<file path="config.mk">
export PLATFORM = sky130hd
export DESIGN_NAME = adc_control_pin_mode_decode
export DESIGN_NICKNAME = d
export VERILOG_FILES = /design/src/hw/strap_decode_pkg.sv /design/src/hw/adc_control_pin_mode_decode.sv
export SDC_FILE = /design/constraint.sdc
export NUM_CORES = 1
export LEC_CHECK = 0
export ABC_AREA = 1
export BUFFER_PORTS_ARGS = -buffer_cell sky130_fd_sc_hd__buf_2
export CAP_MARGIN = 25
export CORE_ASPECT_RATIO = 0.5
export CORE_MARGIN = 5
export CORE_UTILIZATION = 35
export CTS_CLUSTER_DIAMETER = 150
export DETAILED_ROUTE_END_ITERATION = 8
export GPL_TIMING_DRIVEN = 0
export PLACE_DENSITY = 0.68
export SLEW_MARGIN = 20
export SYNTH_ARGS = -nofsm -noshare
export SYNTH_HDL_FRONTEND = slang
export SYNTH_SLANG_ARGS = --single-unit
</file>
<file path="constraint.sdc">
create_clock -name clk -period 1.3 [get_ports clk]
set_input_delay 0.26 -clock clk [delete_from_list [all_inputs] [get_ports clk]]
set_output_delay 0.26 -clock clk [all_outputs]
set_load 0.01 [all_outputs]
</file>
<file path="src/hw/strap_decode_pkg.sv">
// Package with constants, types and register map for the control pin mode decoder.
package strap_decode_pkg;

  // Pad comparator code of a three-level strap: {above upper threshold, above lower threshold}.
  typedef logic [1:0] pad_code_t;
  localparam pad_code_t PAD_LOW  = 2'h0;
  localparam pad_code_t PAD_MID  = 2'h1;
  localparam pad_code_t PAD_HIGH = 2'h3;

  typedef enum logic [2:0] {
    LVL_LOW  = 3'b001,
    LVL_MID  = 3'b010,
    LVL_HIGH = 3'b100
  } level_e;

  typedef enum logic [1:0] {
    MODE_PIN = 2'b01,
    MODE_EXT = 2'b10
  } ctrl_mode_e;

  // Raw pad codes of the four multi-function straps.
  typedef struct packed {
    pad_code_t shared_pin;
    pad_code_t dedicated_ext_ctrl_enable;
    pad_code_t reset_signaling_select;
    pad_code_t cal_pin;
  } strap_pins_s;

  // Decoded strap levels.
  typedef struct packed {
    level_e shared_pin;
    level_e dedicated_ext_ctrl_enable;
    level_e reset_signaling_select;
    level_e cal_pin;
  } strap_levels_s;

  localparam strap_levels_s LEVELS_RESET = '{LVL_MID, LVL_MID, LVL_MID, LVL_MID};

  // Register map, byte addresses.
  localparam logic [31:0] ADDR_FS_ADJUST = 32'h0000_0000;
  localparam logic [31:0] ADDR_STATUS    = 32'h0000_0004;
  localparam int          ADDR_LSB       = 2;

  localparam logic [7:0]  FS_ADJUST_RESET = 8'h80;
  localparam logic [7:0]  FS_CODE_LOW     = 8'h00;
  localparam logic [7:0]  FS_CODE_HIGH    = 8'hFF;
  localparam logic        CAL_DELAY_SHORT = 1'b0;

  // Status register field positions.
  localparam int ST_EXT_MODE    = 0;
  localparam int ST_FS_HIGH     = 1;
  localparam int ST_FS_FROM_REG = 2;
  localparam int ST_DIFF_RESET  = 3;
  localparam int ST_RESET_NEG   = 4;
  localparam int ST_CAL_DELAY   = 5;
  localparam int ST_DES         = 6;
  localparam int ST_CHIP_SELECT = 7;
  localparam int ST_FS_CODE_LSB = 8;
  localparam int FS_W           = 8;

  localparam logic [1:0] HTRANS_NONSEQ = 2'h2;
  localparam logic [1:0] HTRANS_SEQ    = 2'h3;
  localparam logic [1:0] HRESP_OKAY    = 2'h0;

endpackage : strap_decode_pkg

</file>
<file path="src/hw/adc_control_pin_mode_decode.sv">
// Mode decoder for the multi-function converter control straps, with an AHB-Lite register slave.
`timescale 1ns/1ps
`default_nettype none

module adc_control_pin_mode_decode (
  input  wire logic                        clk,
  input  wire logic                        rst,
  input  wire logic                        input_clk_p,
  input  wire strap_decode_pkg::strap_pins_s straps,
  input  wire logic                        hsel,
  input  wire logic [31:0]                 haddr,
  input  wire logic [1:0]                  htrans,
  input  wire logic                        hwrite,
  input  wire logic [2:0]                  hsize,
  input  wire logic [31:0]                 hwdata,
  input  wire logic                        hready,
  output logic      [31:0]                 hrdata,
  output logic                             hreadyout,
  output logic      [1:0]                  hresp,
  output logic                             sample_strobe,
  output logic                             ext_mode,
  output logic                             full_scale_high,
  output logic                             fs_from_register,
  output logic      [7:0]                  full_scale_code,
  output logic                             diff_reset_mode,
  output logic                             out_clock_reset_neg,
  output logic                             cal_delay_select,
  output logic                             des_mode,
  output logic                             serial_chip_select
);
  import strap_decode_pkg::*;

  function automatic level_e decode_level(input pad_code_t code);
    unique case (code)
      PAD_LOW:  decode_level = LVL_LOW;
      PAD_HIGH: decode_level = LVL_HIGH;
      // An illegal comparator code is taken as mid, the floating case.
      default:  decode_level = LVL_MID;
    endcase
  endfunction : decode_level

  strap_pins_s   pins_s1_q;
  strap_pins_s   pins_s2_q;
  logic          clk_s1_q;
  logic          clk_s2_q;
  logic          clk_s3_q;
  logic          clk_fall;
  strap_levels_s levels_q;
  logic          sample_strobe_q;

  // Pins are asynchronous to clk; two flops before any logic looks at them.
  always_ff @(posedge clk) begin
    if (rst) begin
      pins_s1_q <= '0;
      pins_s2_q <= '0;
      clk_s1_q  <= 1'b0;
      clk_s2_q  <= 1'b0;
      clk_s3_q  <= 1'b0;
    end else begin
      pins_s1_q <= straps;
      pins_s2_q <= pins_s1_q;
      clk_s1_q  <= input_clk_p;
      clk_s2_q  <= clk_s1_q;
      clk_s3_q  <= clk_s2_q;
    end
  end

  assign clk_fall = clk_s3_q & ~clk_s2_q;

  // Strap levels are only taken at a falling edge of the input clock and held in flops,
  // so a pin that moves mid-cycle cannot glitch any mode.
  always_ff @(posedge clk) begin
    if (rst) begin
      levels_q        <= LEVELS_RESET;
      sample_strobe_q <= 1'b0;
    end else begin
      sample_strobe_q <= clk_fall;
      if (clk_fall) begin
        levels_q.shared_pin                <= decode_level(pins_s2_q.shared_pin);
        levels_q.dedicated_ext_ctrl_enable <= decode_level(pins_s2_q.dedicated_ext_ctrl_enable);
        levels_q.reset_signaling_select    <= decode_level(pins_s2_q.reset_signaling_select);
        levels_q.cal_pin                   <= decode_level(pins_s2_q.cal_pin);
      end
    end
  end

  logic [FS_W-1:0] fs_adjust_q;
  ctrl_mode_e      mode_d;
  logic            diff_d;
  logic            fs_high_d;
  logic            reset_neg_d;
  logic            cal_delay_d;
  logic            des_d;
  logic            chip_select_d;
  logic [FS_W-1:0] fs_code_d;

  always_comb begin
    diff_d = (levels_q.reset_signaling_select == LVL_LOW);
    unique case (levels_q.dedicated_ext_ctrl_enable)
      LVL_LOW:  mode_d = MODE_EXT;
      LVL_HIGH: mode_d = MODE_PIN;
      default: begin
        // The shared pin only acts as an enable while reset signalling is single-ended.
        if (!diff_d && levels_q.shared_pin == LVL_MID) begin
          mode_d = MODE_EXT;
        end else begin
          mode_d = MODE_PIN;
        end
      end
    endcase
    if (diff_d) begin
      fs_high_d = 1'b1;
    end else begin
      fs_high_d = (levels_q.shared_pin == LVL_HIGH);
    end
    reset_neg_d = diff_d && (levels_q.shared_pin == LVL_HIGH);
    if (mode_d == MODE_EXT) begin
      cal_delay_d   = CAL_DELAY_SHORT;
      des_d         = 1'b0;
      chip_select_d = (levels_q.cal_pin == LVL_HIGH);
      fs_code_d     = fs_adjust_q;
    end else begin
      cal_delay_d   = (levels_q.cal_pin == LVL_HIGH);
      des_d         = (levels_q.cal_pin == LVL_MID);
      chip_select_d = 1'b0;
      fs_code_d     = fs_high_d ? FS_CODE_HIGH : FS_CODE_LOW;
    end
  end

  always_ff @(posedge clk) begin
    if (rst) begin
      full_scale_high     <= 1'b1;
      full_scale_code     <= FS_CODE_HIGH;
      diff_reset_mode     <= 1'b0;
      out_clock_reset_neg <= 1'b0;
      cal_delay_select    <= CAL_DELAY_SHORT;
      des_mode            <= 1'b0;
      serial_chip_select  <= 1'b0;
    end else begin
      full_scale_high     <= fs_high_d;
      full_scale_code     <= fs_code_d;
      diff_reset_mode     <= diff_d;
      out_clock_reset_neg <= reset_neg_d;
      cal_delay_select    <= cal_delay_d;
      des_mode            <= des_d;
      serial_chip_select  <= chip_select_d;
    end
  end

  // Two flops of one state, so both outputs stay straight from flip-flops.
  always_ff @(posedge clk) begin
    if (rst) begin
      ext_mode         <= 1'b0;
      fs_from_register <= 1'b0;
    end else begin
      ext_mode         <= (mode_d == MODE_EXT);
      fs_from_register <= (mode_d == MODE_EXT);
    end
  end

  assign sample_strobe = sample_strobe_q;

  // AHB-Lite slave with zero wait states; read data is prepared at the address edge.
  logic        addr_taken;
  logic        wr_pend_q;
  logic [31:0] wr_addr_q;
  logic [31:0] status_word;
  logic [31:0] rd_mux;

  assign addr_taken = hsel && hready && (htrans == HTRANS_NONSEQ || htrans == HTRANS_SEQ);

  always_comb begin
    status_word                                     = '0;
    status_word[ST_EXT_MODE]                        = ext_mode;
    status_word[ST_FS_HIGH]                         = full_scale_high;
    status_word[ST_FS_FROM_REG]                     = fs_from_register;
    status_word[ST_DIFF_RESET]                      = diff_reset_mode;
    status_word[ST_RESET_NEG]                       = out_clock_reset_neg;
    status_word[ST_CAL_DELAY]                       = cal_delay_select;
    status_word[ST_DES]                             = des_mode;
    status_word[ST_CHIP_SELECT]                     = serial_chip_select;
    status_word[ST_FS_CODE_LSB +: FS_W]             = full_scale_code;
    rd_mux = '0;
    if (haddr[31:ADDR_LSB] == ADDR_FS_ADJUST[31:ADDR_LSB]) begin
      rd_mux[FS_W-1:0] = fs_adjust_q;
    end else if (haddr[31:ADDR_LSB] == ADDR_STATUS[31:ADDR_LSB]) begin
      rd_mux = status_word;
    end
  end

  always_ff @(posedge clk) begin
    if (rst) begin
      wr_pend_q <= 1'b0;
      wr_addr_q <= '0;
      hrdata    <= '0;
    end else begin
      wr_pend_q <= addr_taken && hwrite;
      if (addr_taken) begin
        wr_addr_q <= haddr;
      end
      if (addr_taken && !hwrite) begin
        hrdata <= rd_mux;
      end
    end
  end

  // Writes to the status word or unmapped space are dropped; only the adjust value stores.
  always_ff @(posedge clk) begin
    if (rst) begin
      fs_adjust_q <= FS_ADJUST_RESET;
    end else if (wr_pend_q && wr_addr_q[31:ADDR_LSB] == ADDR_FS_ADJUST[31:ADDR_LSB]) begin
      fs_adjust_q <= hwdata[FS_W-1:0];
    end
  end

  always_ff @(posedge clk) begin
    if (rst) begin
      hreadyout <= 1'b0;
      hresp     <= HRESP_OKAY;
    end else begin
      hreadyout <= 1'b1;
      hresp     <= HRESP_OKAY;
    end
  end

  AST_SAMPLE_EDGE: assert property (@(posedge clk) disable iff (rst)
    sample_strobe_q |-> $past(clk_s3_q) && !$past(clk_s2_q))
    else $error("Sample strobe without a falling input clock edge.");

  AST_LEVEL_HOLD: assert property (@(posedge clk) disable iff (rst)
    !clk_fall |=> $stable(levels_q))
    else $error("Strap levels changed without a sampling edge.");

  AST_DED_PRIORITY: assert property (@(posedge clk) disable iff (rst)
    levels_q.dedicated_ext_ctrl_enable == LVL_LOW |=> ext_mode)
    else $error("Dedicated enable low did not select extended mode.");

  AST_DED_HIGH: assert property (@(posedge clk) disable iff (rst)
    levels_q.dedicated_ext_ctrl_enable == LVL_HIGH |=> !ext_mode && !serial_chip_select)
    else $error("Dedicated enable high left extended mode active.");

  AST_ALT_ENABLE: assert property (@(posedge clk) disable iff (rst)
    levels_q.dedicated_ext_ctrl_enable == LVL_MID && levels_q.shared_pin == LVL_MID
    && levels_q.reset_signaling_select != LVL_LOW |=> ext_mode && fs_from_register)
    else $error("Floating shared pin did not enable extended mode.");

  AST_RANGE_SEL: assert property (@(posedge clk) disable iff (rst)
    levels_q.reset_signaling_select != LVL_LOW && levels_q.shared_pin == LVL_LOW
    |=> !full_scale_high && (ext_mode || full_scale_code == FS_CODE_LOW))
    else $error("Low range select did not give the reduced range.");

  AST_DIFF_RANGE: assert property (@(posedge clk) disable iff (rst)
    levels_q.reset_signaling_select == LVL_LOW
    |=> diff_reset_mode && full_scale_high && (ext_mode || full_scale_code == FS_CODE_HIGH))
    else $error("Differential reset mode did not force the higher range.");

  AST_RESET_NEG: assert property (@(posedge clk) disable iff (rst)
    out_clock_reset_neg |-> diff_reset_mode && $past(levels_q.shared_pin) == LVL_HIGH)
    else $error("Negative reset leg driven outside differential mode.");

  AST_EXT_CAL: assert property (@(posedge clk) disable iff (rst)
    ext_mode |-> cal_delay_select == CAL_DELAY_SHORT && !des_mode)
    else $error("Calibration delay not forced short in extended mode.");

  AST_DES: assert property (@(posedge clk) disable iff (rst)
    des_mode |-> !ext_mode && $past(levels_q.cal_pin) == LVL_MID)
    else $error("Dual-edge sampling without a mid calibration pin.");

  AST_CHIP_SEL: assert property (@(posedge clk) disable iff (rst)
    serial_chip_select |-> ext_mode && $past(levels_q.cal_pin) == LVL_HIGH)
    else $error("Chip select active outside extended mode.");

  AST_CAL_PIN: assert property (@(posedge clk) disable iff (rst)
    levels_q.dedicated_ext_ctrl_enable == LVL_HIGH && levels_q.cal_pin == LVL_HIGH
    |=> cal_delay_select && !des_mode)
    else $error("Calibration pin high did not select the delay in pin mode.");

  AST_DIFF_NO_ALT: assert property (@(posedge clk) disable iff (rst)
    levels_q.reset_signaling_select == LVL_LOW && levels_q.dedicated_ext_ctrl_enable == LVL_MID
    |=> !ext_mode && out_clock_reset_neg == ($past(levels_q.shared_pin) == LVL_HIGH))
    else $error("Shared pin acted as an enable in differential reset mode.");

  AST_FS_REG: assert property (@(posedge clk) disable iff (rst)
    ext_mode && $stable(fs_adjust_q) |=> !ext_mode || full_scale_code == $past(fs_adjust_q))
    else $error("Extended mode range not taken from the adjust register.");

endmodule : adc_control_pin_mode_decode

`default_nettype wire

</file>
### After elaboration in Yosys (flattened, before gate mapping)

Index checks and enable logic that the tools add are counted.
W data, S select, Z words.

| word-level totals | value |
|---|---|
| input bits | 83 |
| bits in read-only memories | 0 |
| memories | 0 |
| latch bits | 0 |
| register bits after elaboration | 121 |
| word-level logic and storage cells | 78 |
| output and inout port bits | 52 |
| RAM bits | 0 |

| operators by class | value |
|---|---|
| muxes and demuxes | 13 |
| shift-type cells | 0 |
| equality and inequality tests | 15 |
| magnitude comparators | 0 |
| reductions and logical operators | 18 |
| multiply operators | 0 |
| add/sub/neg operators | 0 |
| div/mod/pow operators | 0 |
| bitwise operators | 3 |

Operators by type and width:

| cell | count |
|---|---|
| $logic_not A30 Y1 | 2 |
| $eq A30 B1 Y1 const B | 1 |
| $mux W24 | 1 |
| $mux W8 | 3 |
| $pmux W3 S2 | 4 |
| $mux W16 | 1 |
| $eq A2 B2 Y1 const B | 7 |
| $eq A3 B3 Y1 const B | 3 |
| $logic_not A2 Y1 | 4 |
| $logic_and A1 B1 Y1 | 7 |
| $eq A3 B1 Y1 const B | 2 |
| $eq A3 B2 Y1 const B | 2 |
| $pmux W2 S2 | 1 |
| $reduce_or A2 Y1 | 2 |
| $logic_not A1 Y1 | 2 |
| $mux W1 | 2 |
| $mux W2 | 1 |
| $not A1 Y1 | 2 |
| $and A1 B1 Y1 | 1 |
| $logic_or A1 B1 Y1 | 1 |

### Logic depth before layout (Yosys ltp)

Gate-level depths: netlist (run 1).

| logic depth | value |
|---|---|
| depth after elaboration | 8 |
| mapped depth | 10 |
| depth with buffers taken out | 10 |

### Worst setup path before layout (run 1)

OpenSTA, ideal clock, no wires.

| timing | value |
|---|---|
| path kind | flip-flop to flip-flop |
| start point | register wr_addr_q[26] |
| end point | register fs_adjust_q[7] |
| path buffers | 1 |
| data required time | 1.175 ns |
| library setup time | 0.125 ns |
| clock period less this slack | 1.121 ns |
| path slack | 0.179 ns |
| stages on the path, launching flop included | 8 |
| arrival | 0.997 ns |
| cells stage by stage | dfxtp_1 > nor2_1 > nand3_1 > nor2_1 > nand2_2 > buf_6 > o21ai_0 > nand3_1 |

| between the ends | value |
|---|---|
| cells in the longest elaborated chain, start to end | 2 |

Ends and longest elaborated chain:

| element | RTL line | text |
|---|---|---|
| from (decl) | adc_control_pin_mode_decode.sv:166 | `logic [31:0] wr_addr_q;` |
| from (signal assigned) | adc_control_pin_mode_decode.sv:199 | `wr_addr_q <= haddr;` |
| $logic_not A30 Y1 | adc_control_pin_mode_decode.sv:211 | `end else if (wr_pend_q && wr_addr_q[31:ADDR_LSB] == ADDR_FS_ADJUST[31:ADDR_LSB]) begin` |
| $logic_and A1 B1 Y1 | adc_control_pin_mode_decode.sv:211 |  |
| to (signal assigned) | adc_control_pin_mode_decode.sv:212 | `fs_adjust_q <= hwdata[FS_W-1:0];` |
| to (decl) | adc_control_pin_mode_decode.sv:87 | `logic [FS_W-1:0] fs_adjust_q;` |

Every way passes these cells.
A chain may end at the register's enable or synchronous reset.

### Worst setup path after layout (run 1)

| timing | value |
|---|---|
| start point | register levels_q[11] (netlist name) |
| end point | register full_scale_code[0] |

| between the ends | value |
|---|---|
| cells in the longest elaborated chain, start to end | 6 |
| elaborated cells between the ends (all ways) | 9 |
| those cells by class | 3 x eq/ne; 5 x mux; 1 x reduce/logical |

Ends and longest elaborated chain:

| element | RTL line | text |
|---|---|---|
| from (decl) | adc_control_pin_mode_decode.sv:48 | `strap_levels_s levels_q;` |
| $eq A3 B2 Y1 | adc_control_pin_mode_decode.sv:104 | `if (!diff_d && levels_q.shared_pin == LVL_MID) begin` |
| $logic_and A1 B1 Y1 | adc_control_pin_mode_decode.sv:104 |  |
| $mux W2 | adc_control_pin_mode_decode.sv:104 |  |
| $pmux W2 S2 | adc_control_pin_mode_decode.sv:99 | `unique case (levels_q.dedicated_ext_ctrl_enable)` |
| $eq A2 B2 Y1 | adc_control_pin_mode_decode.sv:117 | `if (mode_d == MODE_EXT) begin` |
| $mux W8 * | adc_control_pin_mode_decode.sv:117 |  |
| to (signal assigned) | adc_control_pin_mode_decode.sv:141 | `full_scale_code <= fs_code_d;` |
| to (decl) | adc_control_pin_mode_decode.sv:24 | `output logic [7:0] full_scale_code,` |

Every way passes the cells marked *; elsewhere a longest branch is shown, timed or not.

==> run summary, run 1 <==
Final WS setup - -0.4838 ps
routed len/inst - 11.35 um
Inst Count DP - 818
Total Power - 6.883 mW
Area Overhead vs Synth - 25.60%
layout cell share with drive strength beyond 1 - 24.40%
largest net degree at the start of global routing - 17
Syn Inst Count - 551
Setup Crit Path Kind - flip-flop to flip-flop
most frequent cells in the layout - 102 x dfxtp_1, 93 x inv_1, 88 x buf_2
count of final setup violators - 1
initial antenna violation count - 0
Post-Syn Area per Cell - 7.691 um2
fin. max-slew vios - 0
post-layout min period - 1300 ps
commonest non-fill, non-tap cell in the layout - dfxtp_1
startpoint types - flip-flop
most common flop cell mapped by yosys - dfxtp_1
CTS tree - yes
status - finished with violations
Yosys warning total - 0
number of antenna diodes - 0
Comb power frac - 9.6%
Worst Path Required - 1510 ps
TritonCTS Sinks - 103
crit-path max FO - 8
CP endpoint kind - flip-flop
Setup Skew - 9.784 ps
register-to-register setup slack - -0.5 ps
Total GRT Usage - 13.52%
failing checks - negative setup slack
max_slew headroom - 64.46%
Row Count - 28
Die Area - 0.01454 mm2
final net count - 754
FF+latch count, synth - 103
I/O pin total - 135
die height - 87.81 um
core footprint - 0.01184 mm2
largest cells by area after synthesis - dfxtp_1 49%, inv_1 8.2%, nor2_1 7.0%
Final Cycle Share - 100.0%
Cell Area, Synth - 0.004238 mm2
first-pass GRT wire length - 16280 um
clock tree buffer depth - 2
DRC Markers - 0
ys async rst share - 0%
Seq/Total Area, Yosys - 48.66%
clock power share - 42.0%
final std cells w/o fill - 833
Worst Hold Class - input port to flip-flop
Int Pwr - 5.297 mW
initial cell density of the core - 35.79%
top-area cell type share of the netlist area - 48.66%
DR vias/cell - 4.262
remaining antenna violation count after routing - 0
Final Hold Fails - 0
Initial DRC Count - 196
RSZ-0062 raised after global routing - yes
Fmax - 768.9 MHz
Worst-path clk slew - 70 ps
CTS Hold Bufs - 0
sw frac - 23.04%
Worst Tran Pin Value - 533.1 ps
MaxCap Viol Count - 0
Root Buffer - clkbuf_16
RD Place Congestion - 0.8699
gr ovfl total - 0
VDD IR max - 0.7837 mV
Port Buf Inserts - 85
Netlist cell types - 27
H-tree depth - 3
via count - 3550
Clock Latency Late Sink - 340 ps
LEAKAGE - 2.495 nW
Seq pwr share - 48.4%
Net Sw Power - 1.586 mW
total CTS buffers - 9
Die Width - 165.6 um
power density over the cells - 1293 mW/mm2
Detail Placement HPWL - 7296 um
final WL - 9458 um
first drt pass iteration count - 4
EDFF count, synth - 0
Critical Path AT - 1510 ps
Synth area leader - dfxtp_1
vias in the first global route - 3566
[sequential cells by signal, indices dropped and copies added, names as in the netlist, 8 cells and up]
signal,count
hrdata,16
pins_s1_q,8
pins_s2_q,8
full_scale_code,8
wr_addr_q,30
fs_adjust_q,8
levels_q,12
[cells in the mapped netlist, types with 7 or more instances]
cell	n
a21oi_1	44
buf_4	23
clkbuf_1	14
dfxtp_1	103
ha_1	8
inv_1	93
nand2_1	46
nand3_1	41
nor2_1	79
nor3_1	10
o21ai_0	45
o21ai_1	7
[critical path, stage by stage, from the launching register on]
cell,delay (ps)
dfxtp_2,340
nor3_2,180
nand2_1,80
o21ai_2,80
nand2_2,100
o21ai_4,270
o21ai_1,120
[power by group through the flow]
stage               combinational, mW  clock [mW]  sequential (mW)
CTS                             0.643        2.95             3.33
floorplan                       0.386           0             3.41
detailed placement              0.629           0             3.40
global placement                0.619           0             3.40
finish                          0.660        2.89             3.33
global route                    0.755        3.10             3.35
[through the flow]
| stage | instance area, um2 | setup TNS [ps] | hold slack [ps] | worst slack, ps | utilization [%] |
|---|---|---|---|---|---|
| global placement | 4933 | -290.7 | 393.4 | -52.83 | 41.66 |
| floorplan | 4302 | 0 | 367.0 | 178.6 | - |
| global route | 5323 | -1036 | 115.1 | -91.06 | 44.95 |
| detailed placement | 4933 | -963.3 | 395.3 | -86.17 | 41.66 |
| finish | 5323 | -0.4838 | 119.1 | -0.4838 | 44.95 |
| CTS | 5285 | 0 | 114.7 | 2.589 | 44.63 |
[cells by family (layout without fill, tap and decap cells)]
family                     after synthesis  in the layout  synth area share [%]
DFF                                    103            103                 48.66
other                                    1             18               0.08849
AOI/OAI and AO/OA                      103            103                 12.67
buffers and inverters                  140            240                 14.97
adders and majority gates                8              8                 2.362
and+or+nand+nor                        196            196                 21.26
[area by class of cell]
type / instances / area [um2]
Clock inverter: 4 / 77.57
Tap cell: 165 / 206.4
Multi-Input combinational cell: 325 / 1665
Sequential cell: 103 / 2063
Fill cell: 1242 / 6519
Timing Repair Buffer: 86 / 432.9
Buffer: 41 / 264.0
Clock buffer: 12 / 246.5
Inverter: 97 / 366.6
[layer usage]
layer | vias to the layer above | global-route usage [%] | wire, um
met5 | - | 0 | 0
met4 | 0 | 4.566 | 128
met3 | 13 | 3.291 | 326
met2 | 65 | 23.04 | 4310
met1 | 1567 | 17.15 | 4692
li1 | 1905 | - | -
[repair_timing]
| item | 4_1_cts | 5_1_grt |
|---|---|---|
| buffers inserted | 0 | 1 |
| setup endpoints to repair | 16 | 22 |
| pin swaps | 1 | 5 |
| resized for setup | 9 | 9 |
[path summary, 6_finish.rpt]
check / from / to / depth (start not counted)
setup / recovery: levels_q[11] / full_scale_code[0] / 6
hold / removal: straps[0] / pins_s1_q[0] / 3
setup reg to reg: levels_q[11] / full_scale_code[0] / 6
hold reg to reg: pins_s1_q[5] / pins_s2_q[5] / 2
(Power assumes the default switching activity.)
==> run 2, diff against run 1 <==
--- a/config.mk
+++ b/config.mk
@@ -9,13 +9,12 @@
 export BUFFER_PORTS_ARGS = -buffer_cell sky130_fd_sc_hd__buf_2
 export CAP_MARGIN = 25
 export CORE_ASPECT_RATIO = 0.5
-export CORE_MARGIN = 5
 export CORE_UTILIZATION = 35
 export CTS_CLUSTER_DIAMETER = 150
 export DETAILED_ROUTE_END_ITERATION = 8
 export GPL_TIMING_DRIVEN = 0
 export PLACE_DENSITY = 0.68
-export SLEW_MARGIN = 20
+export SLEW_MARGIN = 5
 export SYNTH_ARGS = -nofsm -noshare
 export SYNTH_HDL_FRONTEND = slang
 export SYNTH_SLANG_ARGS = --single-unit
==> run 2 against run 1 <==
Effect of this change:
- the run still ends with negative setup slack left
- sequential share of layout area down 0.80 points
- clock power decreased by 6.9%
- sequential power is essentially flat
- clock-buffer cell count down 3
- critical path depth grew 1
- hold slack worse by 8.0 ps
- cell count down 0.36%
- final area grew 2.3%
- critical endpoint is now fs_adjust_q[1]
- largest power group unchanged
==> run summary, run 2 (same netlist as run 1, synthesis figures left out) <==
Port Buf Inserts - 85 (unchanged)
I/O pin total - 135 (unchanged)
failing checks - negative setup slack
biggest regs - wr_addr_q x30, hrdata x16, levels_q x12
Worst Hold Class - input port to flip-flop
Setup Crit Path Kind - flip-flop to flip-flop
initial antenna violation count - 0 (unchanged)
max_slew headroom - 64.62% (+0.16 points)
RD Place Congestion - 0.8850 (+1.7%)
gr ovfl total - 0 (unchanged)
Die Area - 0.01258 mm2 (-14%)
first-pass GRT wire length - 15190 um (-6.7%)
Area Overhead vs Synth - 28.49%
Initial DRC Count - 207 (+5.6%)
fin. max-slew vios - 0 (unchanged)
final std cells w/o fill - 830 (-0.36%)
Worst Tran Pin Value - 530.7 ps (-2.389 ps)
top layer in use - met4
Most flops, register - wr_addr_q
VDD IR max - 0.6147 mV (-22%)
Final Hold Fails - 0 (unchanged)
Largest register FFs - 30 (unchanged)
clock tree buffer depth - 2 (unchanged)
post-layout min period - 1303 ps (+2.082 ps)
count of final setup violators - 1 (unchanged)
Clock Latency Late Sink - 350 ps (about the same)
M1 WL - 4352 um (-7.2%)
MaxCap Viol Count - 0 (unchanged)
DR vias/cell - 4.392 (+3.0%)
final WL - 9410 um (-0.51%)
startpoint types - flip-flop
final instance area - 0.005445 mm2 (+2.3%)
setup TNS - -2.566 ps (-2.082 ps)
Root Buffer - clkbuf_16
total CTS buffers - 9 (unchanged)
Total Power - 6.767 mW (-1.7%)
CTS tree - yes
Detail Placement HPWL - 6959 um (-4.6%)
vias in the first global route - 3299 (-7.5%)
Finished Core Util - 47.83% (+2.9 points)
via count - 3645 (+2.7%)
RSZ-0062 raised after global routing - yes
DRC Markers - 0 (unchanged)
placed cell areas - 0.004926 mm2 (-0.15%)
Inst Count DP - 812 (-0.73%)
Worst-path clk slew - 70 ps (about the same)
H-tree depth - 3 (unchanged)
largest net degree at the start of global routing - 18 (+1)
area of the multi-input gates - 0.001744 mm2 (+4.7%)
number of antenna diodes - 0 (unchanged)
power density over the cells - 1243 mW/mm2 (-3.9%)
crit-path max FO - 8 (unchanged)
metal3 WL - 642 um (+97%)
Die Width - 157.6 um (-4.8%)
met2 wire len - 4312 um (about the same)
Final Cycle Share - 100.2% (+0.16 points)
CTS Hold Bufs - 0 (unchanged)
initial cell density of the core - 37.22% (+1.4 points)
remaining antenna violation count after routing - 0 (unchanged)
layout cell share with drive strength beyond 1 - 27.27% (+2.9 points)
Total GRT Usage - 15.43% (+1.9 points)
routed len/inst - 11.34 um (-0.15%)
CP endpoint kind - flip-flop
Critical Path AT - 1540 ps (+30 ps)
Row Count - 27 (-3.6%)
TritonCTS Sinks - 103 (unchanged)
# fillers - 1107 (-11%)
core footprint - 0.01138 mm2 (-3.9%)
Setup Skew - 8.130 ps (-1.654 ps)
register area - 0.002067 mm2 (+0.18%)
LEAKAGE - 2.572 nW (+3.1%)
die height - 79.81 um (-9.1%)
most frequent cells in the layout - 99 x dfxtp_1, 89 x inv_1, 88 x buf_2
first drt pass iteration count - 5 (+1)
commonest non-fill, non-tap cell in the layout - dfxtp_1
Fmax - 767.7 MHz (-0.16%)
Worst Path Required - 1540 ps (+30 ps)
final net count - 757 (+0.40%)
Final WS setup - -2.566 ps (-2.082 ps)
status - finished with violations
==> run 2: cell types whose count changed in the layout (fill, tap and decap cells not counted), sizes merged <==
cell      change
buf           +1
bufinv        -1
clkinv        +2
clkinvlp      +2
clkbuf        -1
==> run 2: what timing repair did <==
item,4_1_cts,5_1_grt
pin swaps,0,18
buffers inserted,0,1
cloned,0,2
setup endpoints to repair,14,27
gates resized for setup,3,47
==> run 2: critical path, cell delays in order, from the launching register on <==
cell and delay (ps):
dfxtp_2 330, nor2_2 100, nand3_2 110, nor2_4 130, nand2_4 100, buf_8 160, nor3_4 170, nor2_1 80
==> run 2: final cells by class <==
cell class	instances	area share, %
repair buffers	88	8.869
flip-flops and latches	103	37.96
multi-input cells	325	32.03
clock inverters	7	1.333
well taps	159	3.653
plain buffers	42	5.285
clock buffers	9	4.136
inverters	97	6.733
==> run 2: final timing paths <==
check	endpoint	startpoint	cells after the start	slack (ps)
worst max-delay path	fs_adjust_q[1]	wr_addr_q[31]	7	-3
worst max register to register	fs_adjust_q[1]	wr_addr_q[31]	7	-3
worst min-delay path	pins_s1_q[4]	straps[4]	3	110
worst min register to register	clk_s2_q	clk_s1_q	2	400
==> run 2: per-layer routing <==
layer | vias up | GRT usage [%]
met5 | - | 0
li1 | 1920 | -
met4 | 0 | 5.243
met1 | 1614 | 19.73
met2 | 101 | 25.22
met3 | 10 | 4.017
==> run 2: report_power, final <==
part,leakage (nW),switching (mW),internal [mW]
logic,1.59,0.437,0.309
clock network,0.142,1.19,1.50
registers,0.844,0.0518,3.28
==> run 2: through the flow <==
stage,setup slack [ps],hold WS (ps)
floorplan,178.6,367.0
global placement,-52.72,390.4
detailed placement,-58.29,396.6
CTS,-1.667,107.4
global route,-90.31,119.3
finish,-2.566,111.1
